File: config.mk
export PLATFORM = sky130hd
export DESIGN_NAME = isrd_regs
export DESIGN_NICKNAME = d
export VERILOG_FILES = /design/src/hw/isrd_pkg.sv /design/src/hw/isrd_regs.sv
export VERILOG_INCLUDE_DIRS = /design/src /design/src/hw
export SDC_FILE = /design/constraint.sdc
export NUM_CORES = 1
export LEC_CHECK = 0
export ABC_AREA = 1
export BUFFER_PORTS_ARGS = -buffer_cell sky130_fd_sc_hd__buf_2
export CORE_MARGIN = 1
export CORE_UTILIZATION = 57
export CTS_CLUSTER_DIAMETER = 80
export DETAILED_ROUTE_END_ITERATION = 8
export HOLD_SLACK_MARGIN = 0.15
export PLACE_DENSITY = 0.77
export SETUP_SLACK_MARGIN = 0.1
export SYNTH_ARGS = -nofsm -noshare
export SYNTH_HDL_FRONTEND = slang
export SYNTH_SLANG_ARGS = --single-unit
export TNS_END_PERCENT = 30
File: constraint.sdc
create_clock -name clk -period 2.4 [get_ports clk]
set_input_delay 0.48 -clock clk [delete_from_list [all_inputs] [get_ports clk]]
set_output_delay 0.48 -clock clk [all_outputs]
set_load 0.1 [all_outputs]
File: src/hw/isrd_map.svh
/*
  offsets, bit positions and reset values of the interrupt status
  and remote dma register slice.
  assumes a 4-bit page offset on the byte-wide host bus.
*/
`ifndef ISRD_MAP_SVH
`define ISRD_MAP_SVH

// ----------------------------------------
// offsets
// ----------------------------------------
`define ISRD_OFS_FLAGS   4'h7
`define ISRD_OFS_ADDR_LO 4'h8
`define ISRD_OFS_ADDR_HI 4'h9
`define ISRD_OFS_CNT_LO  4'ha
`define ISRD_OFS_CNT_HI  4'hb
`define ISRD_OFS_TALLY0  4'hd
`define ISRD_OFS_TALLY1  4'he

// ----------------------------------------
// flag bits
// ----------------------------------------
`define ISRD_BIT_RST  7
`define ISRD_BIT_RDC  6
`define ISRD_BIT_CNT  5
`define ISRD_BIT_OVW  4
`define ISRD_BIT_TXE  3
`define ISRD_BIT_RXE  2
`define ISRD_BIT_PTX  1
`define ISRD_BIT_PRX  0

// ----------------------------------------
// reset values and steps
// ----------------------------------------
`define ISRD_FLAGS_RST 8'h80
`define ISRD_WORD_RST  16'h0000
`define ISRD_STEP_BYTE 16'h0001
`define ISRD_STEP_WORD 16'h0002

`endif

File: src/hw/isrd_pkg.sv
/*
  types of the interrupt status and remote dma register slice.
  assumes nothing of its surroundings.
*/
package isrd_pkg;

  typedef enum logic [0:0] {
    ISRD_IDLE = 1'b0,
    ISRD_RUN  = 1'b1
  } isrd_dma_st_t;

  typedef struct packed {
    logic       cs;
    logic       rd;
    logic       wr;
    logic [3:0] addr;
    logic [7:0] wdata;
  } isrd_bus_t;

  typedef struct packed {
    logic rst_evt;
    logic start_cmd;
    logic ring_overwrite_flag;
    logic send_error_flag;
    logic receive_error_flag;
    logic send_ok_flag;
    logic receive_ok_flag;
  } isrd_evt_t;

  typedef struct packed {
    logic [7:0]   flags;
    logic [15:0]  start_addr;
    logic [15:0]  byte_cnt;
    logic [15:0]  cur_addr;
    logic [15:0]  remain;
    isrd_dma_st_t st;
    logic [1:0]   msb_q;
    logic [1:0]   tally_clr;
    logic [7:0]   rdata;
  } isrd_state_t;

endpackage : isrd_pkg

File: src/hw/isrd_regs.sv
/*
  interrupt event flags and remote dma address/count registers.
  assumes a same-clock host bus with one-cycle rd/wr strobes and
  event pulses from the mac engines on the same clock.
*/
// What this block does
// bit 7 is set on reset or wake-up and cleared only by a start command.
// host writes to bit 7 change nothing.
// bit 6 is set when remote dma finishes; writing one clears it.
// bit 5 is set when a tally counter msb sets; writing one clears it.
// bit 4 is set when the receive ring is full; writing one clears it.
// bit 3 is set on a transmit error; writing one clears it.
// bit 2 is set on a receive error or missed frame; one clears it.
// bit 1 is set on a good transmit; writing one clears it.
// bit 0 is set on a good receive; writing one clears it.
// after reset the flags read 80h.
// the host programs start address and count, the dma uses them.
// offsets 08h and 09h write the low and high start address.
// offsets 0ah and 0bh write the low and high byte count.
// reads of 08h and 09h return the live dma address, reset zero.
// reading a tally counter clears it, removing its overflow.
// each dma access advances the address, counts down, done at zero.
`include "isrd_map.svh"

module isrd_regs
  import isrd_pkg::*;
(
  // clock and reset
  input  wire logic        clk,
  input  wire logic        rst_b,
  input  wire logic        ce,
  // host bus
  input  wire isrd_bus_t   host,
  output logic [7:0]       host_rdata,
  // events
  input  wire isrd_evt_t   evt,
  input  wire logic [1:0]  tally_msb,
  output logic [1:0]       tally_clr,
  output logic [7:0]       event_flags,
  // remote dma engine
  input  wire logic        dma_go,
  input  wire logic        dma_step,
  input  wire logic        dma_wide,
  output logic [15:0]      dma_addr,
  output logic [15:0]      dma_remain,
  output logic             dma_busy
);

  // ----------------------------------------
  // helpers
  // ----------------------------------------
  function automatic logic [15:0] put_byte(input logic [15:0] w,
                                           input logic        hi,
                                           input logic [7:0]  b);
    put_byte = hi ? {b, w[7:0]} : {w[15:8], b};
  endfunction : put_byte

  localparam isrd_state_t RST_ST = '{
    flags: `ISRD_FLAGS_RST, start_addr: `ISRD_WORD_RST,
    byte_cnt: `ISRD_WORD_RST, cur_addr: `ISRD_WORD_RST,
    remain: `ISRD_WORD_RST, st: ISRD_IDLE, msb_q: 2'h0,
    tally_clr: 2'h0, rdata: 8'h00};

  isrd_state_t s_ff;
  isrd_state_t nxt_s;
  logic        wr;
  logic        rd;
  logic        done;
  logic [15:0] step;

  assign wr   = host.cs & host.wr;
  assign rd   = host.cs & host.rd;
  assign step = dma_wide ? `ISRD_STEP_WORD : `ISRD_STEP_BYTE;

  // ----------------------------------------
  // next state
  // ----------------------------------------
  always_comb begin
    nxt_s = s_ff;
    done  = 1'b0;
    nxt_s.tally_clr = 2'h0;
    nxt_s.msb_q = tally_msb;
    if (rd) begin
      unique case (host.addr)
        `ISRD_OFS_FLAGS:   nxt_s.rdata = s_ff.flags;
        `ISRD_OFS_ADDR_LO: nxt_s.rdata = s_ff.cur_addr[7:0];
        `ISRD_OFS_ADDR_HI: nxt_s.rdata = s_ff.cur_addr[15:8];
        default:           nxt_s.rdata = 8'h00;
      endcase
      // counters live elsewhere; this only fires their read-clear
      nxt_s.tally_clr[0] = host.addr == `ISRD_OFS_TALLY0;
      nxt_s.tally_clr[1] = host.addr == `ISRD_OFS_TALLY1;
    end
    if (wr) begin
      unique case (host.addr)
        `ISRD_OFS_FLAGS:
          // bit 7 is not writable
          nxt_s.flags[6:0] = s_ff.flags[6:0] & ~host.wdata[6:0];
        `ISRD_OFS_ADDR_LO: nxt_s.start_addr =
            put_byte(s_ff.start_addr, 1'b0, host.wdata);
        `ISRD_OFS_ADDR_HI: nxt_s.start_addr =
            put_byte(s_ff.start_addr, 1'b1, host.wdata);
        `ISRD_OFS_CNT_LO: nxt_s.byte_cnt =
            put_byte(s_ff.byte_cnt, 1'b0, host.wdata);
        `ISRD_OFS_CNT_HI: nxt_s.byte_cnt =
            put_byte(s_ff.byte_cnt, 1'b1, host.wdata);
        default: ;
      endcase
    end
    // remote dma walk
    unique case (s_ff.st)
      ISRD_IDLE: begin
        if (dma_go) begin
          nxt_s.cur_addr = s_ff.start_addr;
          nxt_s.remain   = s_ff.byte_cnt;
          if (s_ff.byte_cnt == 16'h0000) begin
            done = 1'b1;
          end else begin
            nxt_s.st = ISRD_RUN;
          end
        end
      end
      ISRD_RUN: begin
        if (dma_step) begin
          nxt_s.cur_addr = 16'(s_ff.cur_addr + step);
          if (s_ff.remain <= step) begin
            // an odd tail on a word access still ends the block
            nxt_s.remain = 16'h0000;
            nxt_s.st     = ISRD_IDLE;
            done         = 1'b1;
          end else begin
            nxt_s.remain = 16'(s_ff.remain - step);
          end
        end
      end
    endcase
    // sets come last so an event beats a same-cycle clear
    if (evt.start_cmd) nxt_s.flags[`ISRD_BIT_RST] = 1'b0;
    if (evt.rst_evt)   nxt_s.flags[`ISRD_BIT_RST] = 1'b1;
    if (done)          nxt_s.flags[`ISRD_BIT_RDC] = 1'b1;
    if (|(tally_msb & ~s_ff.msb_q))
      nxt_s.flags[`ISRD_BIT_CNT] = 1'b1;
    if (evt.ring_overwrite_flag) nxt_s.flags[`ISRD_BIT_OVW] = 1'b1;
    if (evt.send_error_flag) nxt_s.flags[`ISRD_BIT_TXE] = 1'b1;
    if (evt.receive_error_flag) nxt_s.flags[`ISRD_BIT_RXE] = 1'b1;
    if (evt.send_ok_flag) nxt_s.flags[`ISRD_BIT_PTX] = 1'b1;
    if (evt.receive_ok_flag) nxt_s.flags[`ISRD_BIT_PRX] = 1'b1;
  end

  always_ff @(posedge clk) begin
    if (!rst_b) begin
      s_ff <= RST_ST;
    end else if (ce) begin
      s_ff <= nxt_s;
    end
  end

  assign host_rdata  = s_ff.rdata;
  assign event_flags = s_ff.flags;
  assign tally_clr   = s_ff.tally_clr;
  assign dma_addr    = s_ff.cur_addr;
  assign dma_remain  = s_ff.remain;
  assign dma_busy    = s_ff.st == ISRD_RUN;

  logic fwr;
  assign fwr = ce && wr && host.addr == `ISRD_OFS_FLAGS;
endmodule : isrd_regs

* Yosys cells after proc, flatten, opt, wreduce, memory -nomap -nowiden
Cells that the tools add are included.
Widths: inputs -> output; s select.
** Storage, ports and cells
- Register bits :: 85
- Output and inout port bits :: 51
- Bits of input ports :: 30
** Cells by class
- Reduce and logical (&&, ||, !) cells :: 31
- Eq/ne operators :: 9
- Mux-type cells :: 27
- Magnitude comparators :: 1
- Bitwise operators :: 11
- $add $sub $neg :: 2
** Operators by type and width (number)
- $mux 33 :: 2
- $pmux 33 s2 :: 1
- $pmux 16 s2 :: 2
- $mux 39 :: 1
- $reduce_bool 2->1 :: 15
- $eq 4x4->1 const B :: 6
- $pmux 8 s3 :: 1
- $reduce_and 3->1 :: 8
- $add 16x2->16 :: 1
- $le 16x2->1 :: 1
- $logic_not 16->1 :: 1
- $mux 16 :: 1
- $reduce_and 4->1 :: 4
- $sub 16x2->16 :: 1
- $mux 1 :: 15
- $mux 10 :: 1
- $and 7x7->7 :: 1
- $mux 7 :: 1
- $not 7->7 :: 1
- $not 1->1 :: 5
- $eq 4x3->1 const B :: 1
- $ne 2x2->1 const B :: 2
- $reduce_and 2->1 :: 2
- $and 1x1->1 :: 2
- 5 further kinds :: 5

* Depth between registers and ports, before layout
Gate-level depths: netlist (run 1).
- Word-level depth :: 7
- Gate-level depth with buffers :: 14
- Mapped depth without buffers :: 14

* Worst setup path before layout (run 1)
OpenSTA, ideal clock, no wires.
- Path type :: register -> register
- From :: register s_ff, in the netlist dma_busy
- To :: register s_ff, in the netlist dma_addr[15]
- Arrival :: 2.019 ns
- Setup slack :: 0.262 ns
- Period minus slack after synthesis :: 2.138 ns
- Setup time :: 0.119 ns
- Stages on the path, launching flop included :: 7
- Required time :: 2.281 ns
- Path buffers :: 1
- Path through :: dfxtp_1 -> nand2_1 -> o21ai_2 -> inv_2 -> clkbuf_1 -> a21oi_1 -> a21oi_1
** Between the ends
- Cells in the longest elaborated chain, start to end :: 3
- Elaborated cells between the ends (all ways) :: 5
- Classes of those cells :: eq/ne: 2; mux: 1; bitwise: 1; reduce/logical: 1
** Ends and longest elaborated chain
- from (decl) :: RTL line isrd_regs.sv:64 : isrd_state_t s_ff;
- from (signal assigned) :: RTL line isrd_regs.sv:154 : s_ff <= nxt_s;
- $not 1->1
- $ne 2x2->1 (no line)
- $reduce_and 3->1 (no line)
Several ways; a longest one is shown, not always the timed one.
A chain may end at the register's enable or synchronous reset.

* Worst setup path after layout (run 1)
- From :: register s_ff, in the netlist dma_remain[0]
- To :: register s_ff, in the netlist dma_remain[1]
** Between the ends
- Cells in the longest elaborated chain, start to end :: 4
- Elaborated cells between the ends (all ways) :: 5
- Classes of those cells :: add/sub: 1; order compare: 1; mux: 3
** Ends and longest elaborated chain
- $sub 16x2->16 or $le 16x2->1 (tied branches) :: RTL line isrd_regs.sv:132, isrd_regs.sv:126
- $mux 16 * :: RTL line isrd_regs.sv:126 : if (s_ff.remain <= step) begin
- $mux 33 * :: RTL line isrd_regs.sv:124 : if (dma_step) begin
- $pmux 33 s2 * :: RTL line isrd_regs.sv:111 : unique case (s_ff.st)
Mark *: on every way between the ends. The rest lies on a longest branch, timed or not. The select of a mux whose other input is x is not followed.

==> results of run 1 <==
[power breakdown]
part | internal, µW | switching [µW] | total (µW)
clock network | 645 | 516 | 1160
registers | 1460 | 71.5 | 1530
logic | 181 | 629 | 809
[flip-flops by register name, summed over array words and instances, names as in the netlist]
register	flops
dma_addr	16
dma_remain	16
host_rdata	8
s_ff	34
tally_clr	2
dma_busy	1
event_flags	8
[stage by stage]
step	total power [µW]	area, µm²	setup WS, ns	std cells
after global placement	2360	4930	0.163	825
after global routing	3640	5160	0.259	841
after CTS	3510	5160	0.405	841
after detailed placement	2370	4930	0.106	825
final	3500	5160	0.391	841
after floorplan	2250	4860	0.262	710
[critical path: cells and delay by family (launching register included)]
kind,cells,cell delay [ns]
flops,1,0.33
simple gates,6,0.53
compound gates,1,0.07
buf+inv,4,0.41
fa+ha+maj,2,0.55
[layer usage]
layer,up-vias,share of wire,track usage
li1,2323,-,-
met1,2180,0.45,0.406
met2,195,0.46,0.464
met3,18,0.069,0.0378
met4,0,0.014,0.0936
met5,-,0,0
[area by class of cell]
cell class	count	area [µm²]	area share
Clock buffer	13	159	0.0308
Clock inverter	3	67.6	0.0131
Inverter	56	214	0.0415
Multi-Input combinational cell	491	2410	0.468
Sequential cell	85	1700	0.330
Tap cell	105	131	0.0255
Timing Repair Buffer	88	473	0.0917
[synthesized netlist by cell type (all sizes together)]
library cell,n
a21boi,1
a21oi,100
a221o,1
a22oi,2
a31oi,2
buf,62
clkbuf,16
clkinv,2
dfxtp,85
fa,2
ha,4
inv,54
nand2,158
nand3,32
nand3b,2
nand4,9
nor2,83
nor3,2
o211ai,1
o21ai,79
o21bai,4
or2,2
xnor2,2
xor2,5
[cells by family after synthesis]
group,count (synthesis),synth area share
adders and majority gates,6,0.0185
buffers and inverters,134,0.154
xor gates and xnor gates,7,0.0126
AOI/OAI and AO/OA,190,0.207
and+or+nand+nor,288,0.258
DFF,85,0.350
[how the worst max path moves through the flow]
stage | startpoint | to | slack (ns) | depth (start not counted)
floorplan | dma_busy | dma_addr[15] | 0.26 | 6
global placement | dma_wide | dma_remain[9] | 0.16 | 14
finish | dma_remain[0] | dma_remain[1] | 0.39 | 13
global route | dma_remain[0] | dma_remain[3] | 0.26 | 13
detailed placement | dma_wide | dma_remain[9] | 0.11 | 14
CTS | dma_remain[0] | dma_remain[1] | 0.41 | 13
==> summary.txt, run 1 <==
Run status
  – Status: complete, no violations

Synth
  – Synthesized instance count: between 700 and 800
  – Sequential share of the synthesized area: 0.350
  – Largest area contributor in the netlist: dfxtp_1
  – Synthesized area per cell: 6.85 µm²
  – Yosys warnings: 0
  – Yosys reg bits: 85
  – Synth area leaders: dfxtp_1, nand2_1, a21oi_1, buf_4, o21ai_0
  – Yosys cell types: 42
  – Post-synth top area share: 0.350
  – Syn Nets: ~750
  – Synthesized cell area: slightly below 5000 µm²

Finish
  – Fillers: 740
  – Most common cell after layout, fill and taps aside: nand2_1
  – Layout area overhead: 6.13%
  – Most frequent cells in the layout: nand2_1, a21oi_1, dfxtp_1, buf_2, nor2_1
  – Nets: between 700 and 800
  – Antenna Cells: 0
  – Share of cells above drive strength 1: 0.174
  – Final core utilization: 0.628

Detailed routing
  – Drt pass-1 iters: 9
  – Routed Antenna Nets: 0
  – Vias/cell: around 5.6
  – Routed via count: roughly 4700
  – DR iter-0 viols: ~400
  – Final WL: 12.6 mm
  – Drt wl/cell: ~15 µm
  – Residual DRC: 0

Placed design
  – Routability congestion estimate from global placement: approximately 0.9
  – Final HPWL DP: 9.09 mm
  – Port Buffers: 80

STA
  – Setup TNS: 0 ns
  – Final Max Slew Viols: 0
  – Endpoints failing hold: 0
  – Slew HR: 0.561
  – RSZ-0062 raised after global routing: no
  – Period utilization: 0.837
  – Min Hold Slack: about 0.35 ns
  – Fmax: 498 MHz
  – Tmin final: around 2 ns
  – Setup Skew: 0.00730 ns
  – Tightest Pin Transition: approximately 0.66 ns
  – Final setup fails: 0

GRT
  – Grt ovf: 0
  – Initial antenna violation count: 0
  – First-pass GRT wire length: between 20 and 25 mm
  – Vias in the first global route: slightly above 4000
  – Largest net degree at the start of global routing: 39
  – Total track usage: 0.291

Floorplan
  – IO Pins: between 80 and 90
  – Die area: about 8900 µm²
  – # rows: 33
  – Die width: between 90 and 100 µm
  – Initial core utilization: 0.592
  – Std-Cell Core Area: about 8000 µm²
  – Die height: around 94 µm

Worst setup path
  – Slowest library cell on the worst path: fa_1
  – Worst R2R End: dma_remain[1]
  – Kind of critical path: flop to flop
  – Worst EP required: approximately 2.7 ns
  – Crit start category: flop
  – Critical path cell sequence: inv_1, ha_1, inv_1, fa_1, inv_1, nand2_2, nor2_2, nand2_1, nand2_1, nor2_2, buf_4, nand2_1, a21oi_1
  – Worst reg2reg path depth: 13
  – FF-to-FF Start: dma_remain[0]
  – Worst-path maximum fanout: 12
  – Register-to-register setup slack: about 0.4 ns
  – Element type at the critical path end: flop
  – CP peak stage delay: slightly above 0.4 ns
  – Critical Path AT: 2.26 ns

Hold path
  – Hold EP: event_flags[7]
  – Worst Hold Class: input pin to flop
  – Hold path depth: 2
  – Hold_sp: evt[6]

CTS
  – CTS tree: built
  – Number of CTS-inserted buffers: 9
  – CTS Buffer Depth: 2
  – CTS hold repair buffers: 0
  – CTS HTree Levels: 3
  – CTS root buf: clkbuf_8
  – Clk slew on worst S/H paths: 0.09 ns
  – Sink Count: 85
  – Post_cts resized: 0
  – Post-CTS setup buffer count: 0
  – Worst skew pair latency: around 0.36 ns

Power
  – VDD IR max: approximately 400 µV
  – Power density over cell area: 679 nW/µm²
  – Leakage: ~0.0023 µW

Job
  – Max_cap viols: 0
Power figures use the tool's default switching activity.
==> run 2: changes to the inputs <==
Clock period 2.4 ns to 2 ns, I/O delays scaled along.
==> run 2 against run 1 <==
Net effect: clock power is 22% higher; critical path depth fell by 2; clock-buffer cell count shrank 1; final area increased by 4.1%; largest cell class unchanged.
==> summary.txt, run 2 (synthesis gave the netlist of run 1 again) <==
Run status
  – Status: complete, no violations

Finish
  – Share of cells above drive strength 1: 0.215
  – Antenna Cells: 0
  – Most frequent cells in the layout: nand2_1, a21oi_1, dfxtp_1, buf_2, nor2_1
  – Most common cell after layout, fill and taps aside: nand2_1
  – Nets: roughly 780
  – Fillers: between 700 and 800
  – Layout area overhead: 10.5%
  – Max reg flops: 34
  – Biggest register: s_ff

STA
  – Min Hold Slack: 0.277 ns
  – Endpoints failing hold: 0
  – Setup TNS: 0 ns
  – Final setup fails: 0
  – Fmax: between 500 and 600 MHz
  – Tmin final: 1.86 ns
  – Period utilization: 0.929
  – Setup Skew: 0.0102 ns
  – Final Max Slew Viols: 0
  – Slew HR: 0.673
  – RSZ-0062 raised after global routing: yes
  – Tightest Pin Transition: about 0.5 ns

Worst setup path
  – Critical Path AT: between 2 and 2.5 ns
  – Crit start category: flop
  – Worst EP required: 2.28 ns
  – Worst-path maximum fanout: 4
  – Kind of critical path: flop to flop
  – Element type at the critical path end: flop

Placed design
  – Final HPWL DP: 8.93 mm
  – Routability congestion estimate from global placement: between 0.8 and 0.9
  – Port Buffers: 80

GRT
  – Total track usage: 0.294
  – GRT busiest layer: met2
  – Grt ovf: 0
  – Largest net degree at the start of global routing: 66
  – Vias in the first global route: roughly 4200
  – Met3 Resource Use GR: 0.0411
  – Initial antenna violation count: 0
  – Met1 GRT Util: 0.411
  – First-pass GRT wire length: a little over 20 mm
  – Met2 GRT Util: 0.460

Floorplan
  – Die height: approximately 94 µm
  – Die width: approximately 94 µm
  – # rows: 33
  – Initial core utilization: 0.592
  – Die area: 8900 µm²
  – Std-Cell Core Area: ~8200 µm²
  – IO Pins: roughly 80

Detailed routing
  – Routed Antenna Nets: 0
  – DR iter-0 viols: 302
  – Residual DRC: 0
  – Drt wl/cell: ~15 µm
  – Vias/cell: 5.58
  – Drt pass-1 iters: 5
  – Final WL: roughly 13 mm
  – Routed via count: about 4800

CTS
  – Worst skew pair latency: about 0.36 ns
  – Sink Count: 85
  – CTS root buf: clkbuf_8
  – CTS tree: built
  – CTS HTree Levels: 3
  – Clk slew on worst S/H paths: about 0.080 ns
  – CTS Buffer Depth: 2
  – Number of CTS-inserted buffers: 9

Power
  – Pwr Total: roughly 4300 µW
  – VDD IR max: 444 µV
  – Power density over cell area: between 700 and 800 nW/µm²
  – Leakage: around 0.0024 µW

Hold path
  – Worst Hold Class: input pin to flop

Job
  – Max_cap viols: 0
-- run 2: path summary, 6_finish.rpt --
| path | start | end | slack, ns | cells after the start |
|---|---|---|---|---|
| setup / recovery | dma_remain[0] | dma_remain[4] | 0.14 | 11 |
| hold / removal | evt[6] | event_flags[7] | 0.28 | 2 |
| setup reg to reg | dma_remain[0] | dma_remain[4] | 0.14 | 11 |
| hold reg to reg | s_ff[63] | s_ff[63] | 0.45 | 2 |
-- run 2: what timing repair did --
action                                  in CTS  in global routing
setup buffers                                0                  3
hold buffers                                 0                  0
cloned                                       0                  1
pin swaps                                    0                  4
endpoints found under the setup margin      12                 17
resized for setup                            1                 17
endpoints found under the hold margin        0                  0
-- run 2: per-stage QoR --
step / instance area (µm²) / cells / util / setup WS, ns
after global routing: 5370 / 855 / 0.654 / 0.0879
after CTS: 5270 / 851 / 0.641 / 0.156
final: 5370 / 855 / 0.654 / 0.143
after floorplan: 4870 / 710 / - / 0.148
after global placement: 5030 / 836 / 0.612 / -0.108
after detailed placement: 5030 / 836 / 0.612 / -0.247
-- run 2: power by group --
group	total (µW)	switching, µW	leakage, µW	internal, µW
clock network	1420	622	0.000115	800
registers	1840	84.9	0.000693	1750
logic	1040	783	0.00159	252
total	4300	1490	0.00240	2810
-- run 2: worst max-delay path: stages, from the launching register on --
cell and delay (ns):
dfxtp_2 0.33, inv_2 0.06, ha_4 0.12, inv_2 0.04
fa_2 0.41, inv_2 0.08, nand2_4 0.07, buf_4 0.15
buf_4 0.12, xnor2_1 0.16, nand2_2 0.06, a21oi_1 0.17
-- run 2: routing by layer --
| metal | up-vias | part of all wire |
|---|---|---|
| met5 | - | 0 |
| met4 | 0 | 0.018 |
| met3 | 19 | 0.081 |
| li1 | 2348 | - |
| met2 | 216 | 0.46 |
| met1 | 2186 | 0.44 |
-- run 2: area by class of cell --
class                      count  area [µm²]  area share
clock buffer                  12         165      0.0307
inverter                      56         218      0.0405
multi-input combinational    491        2470       0.459
sequential                    85        1700       0.317
clock inverter                 3        67.6      0.0126
timing repair buffer         103         619       0.115
tap                          105         131      0.0245
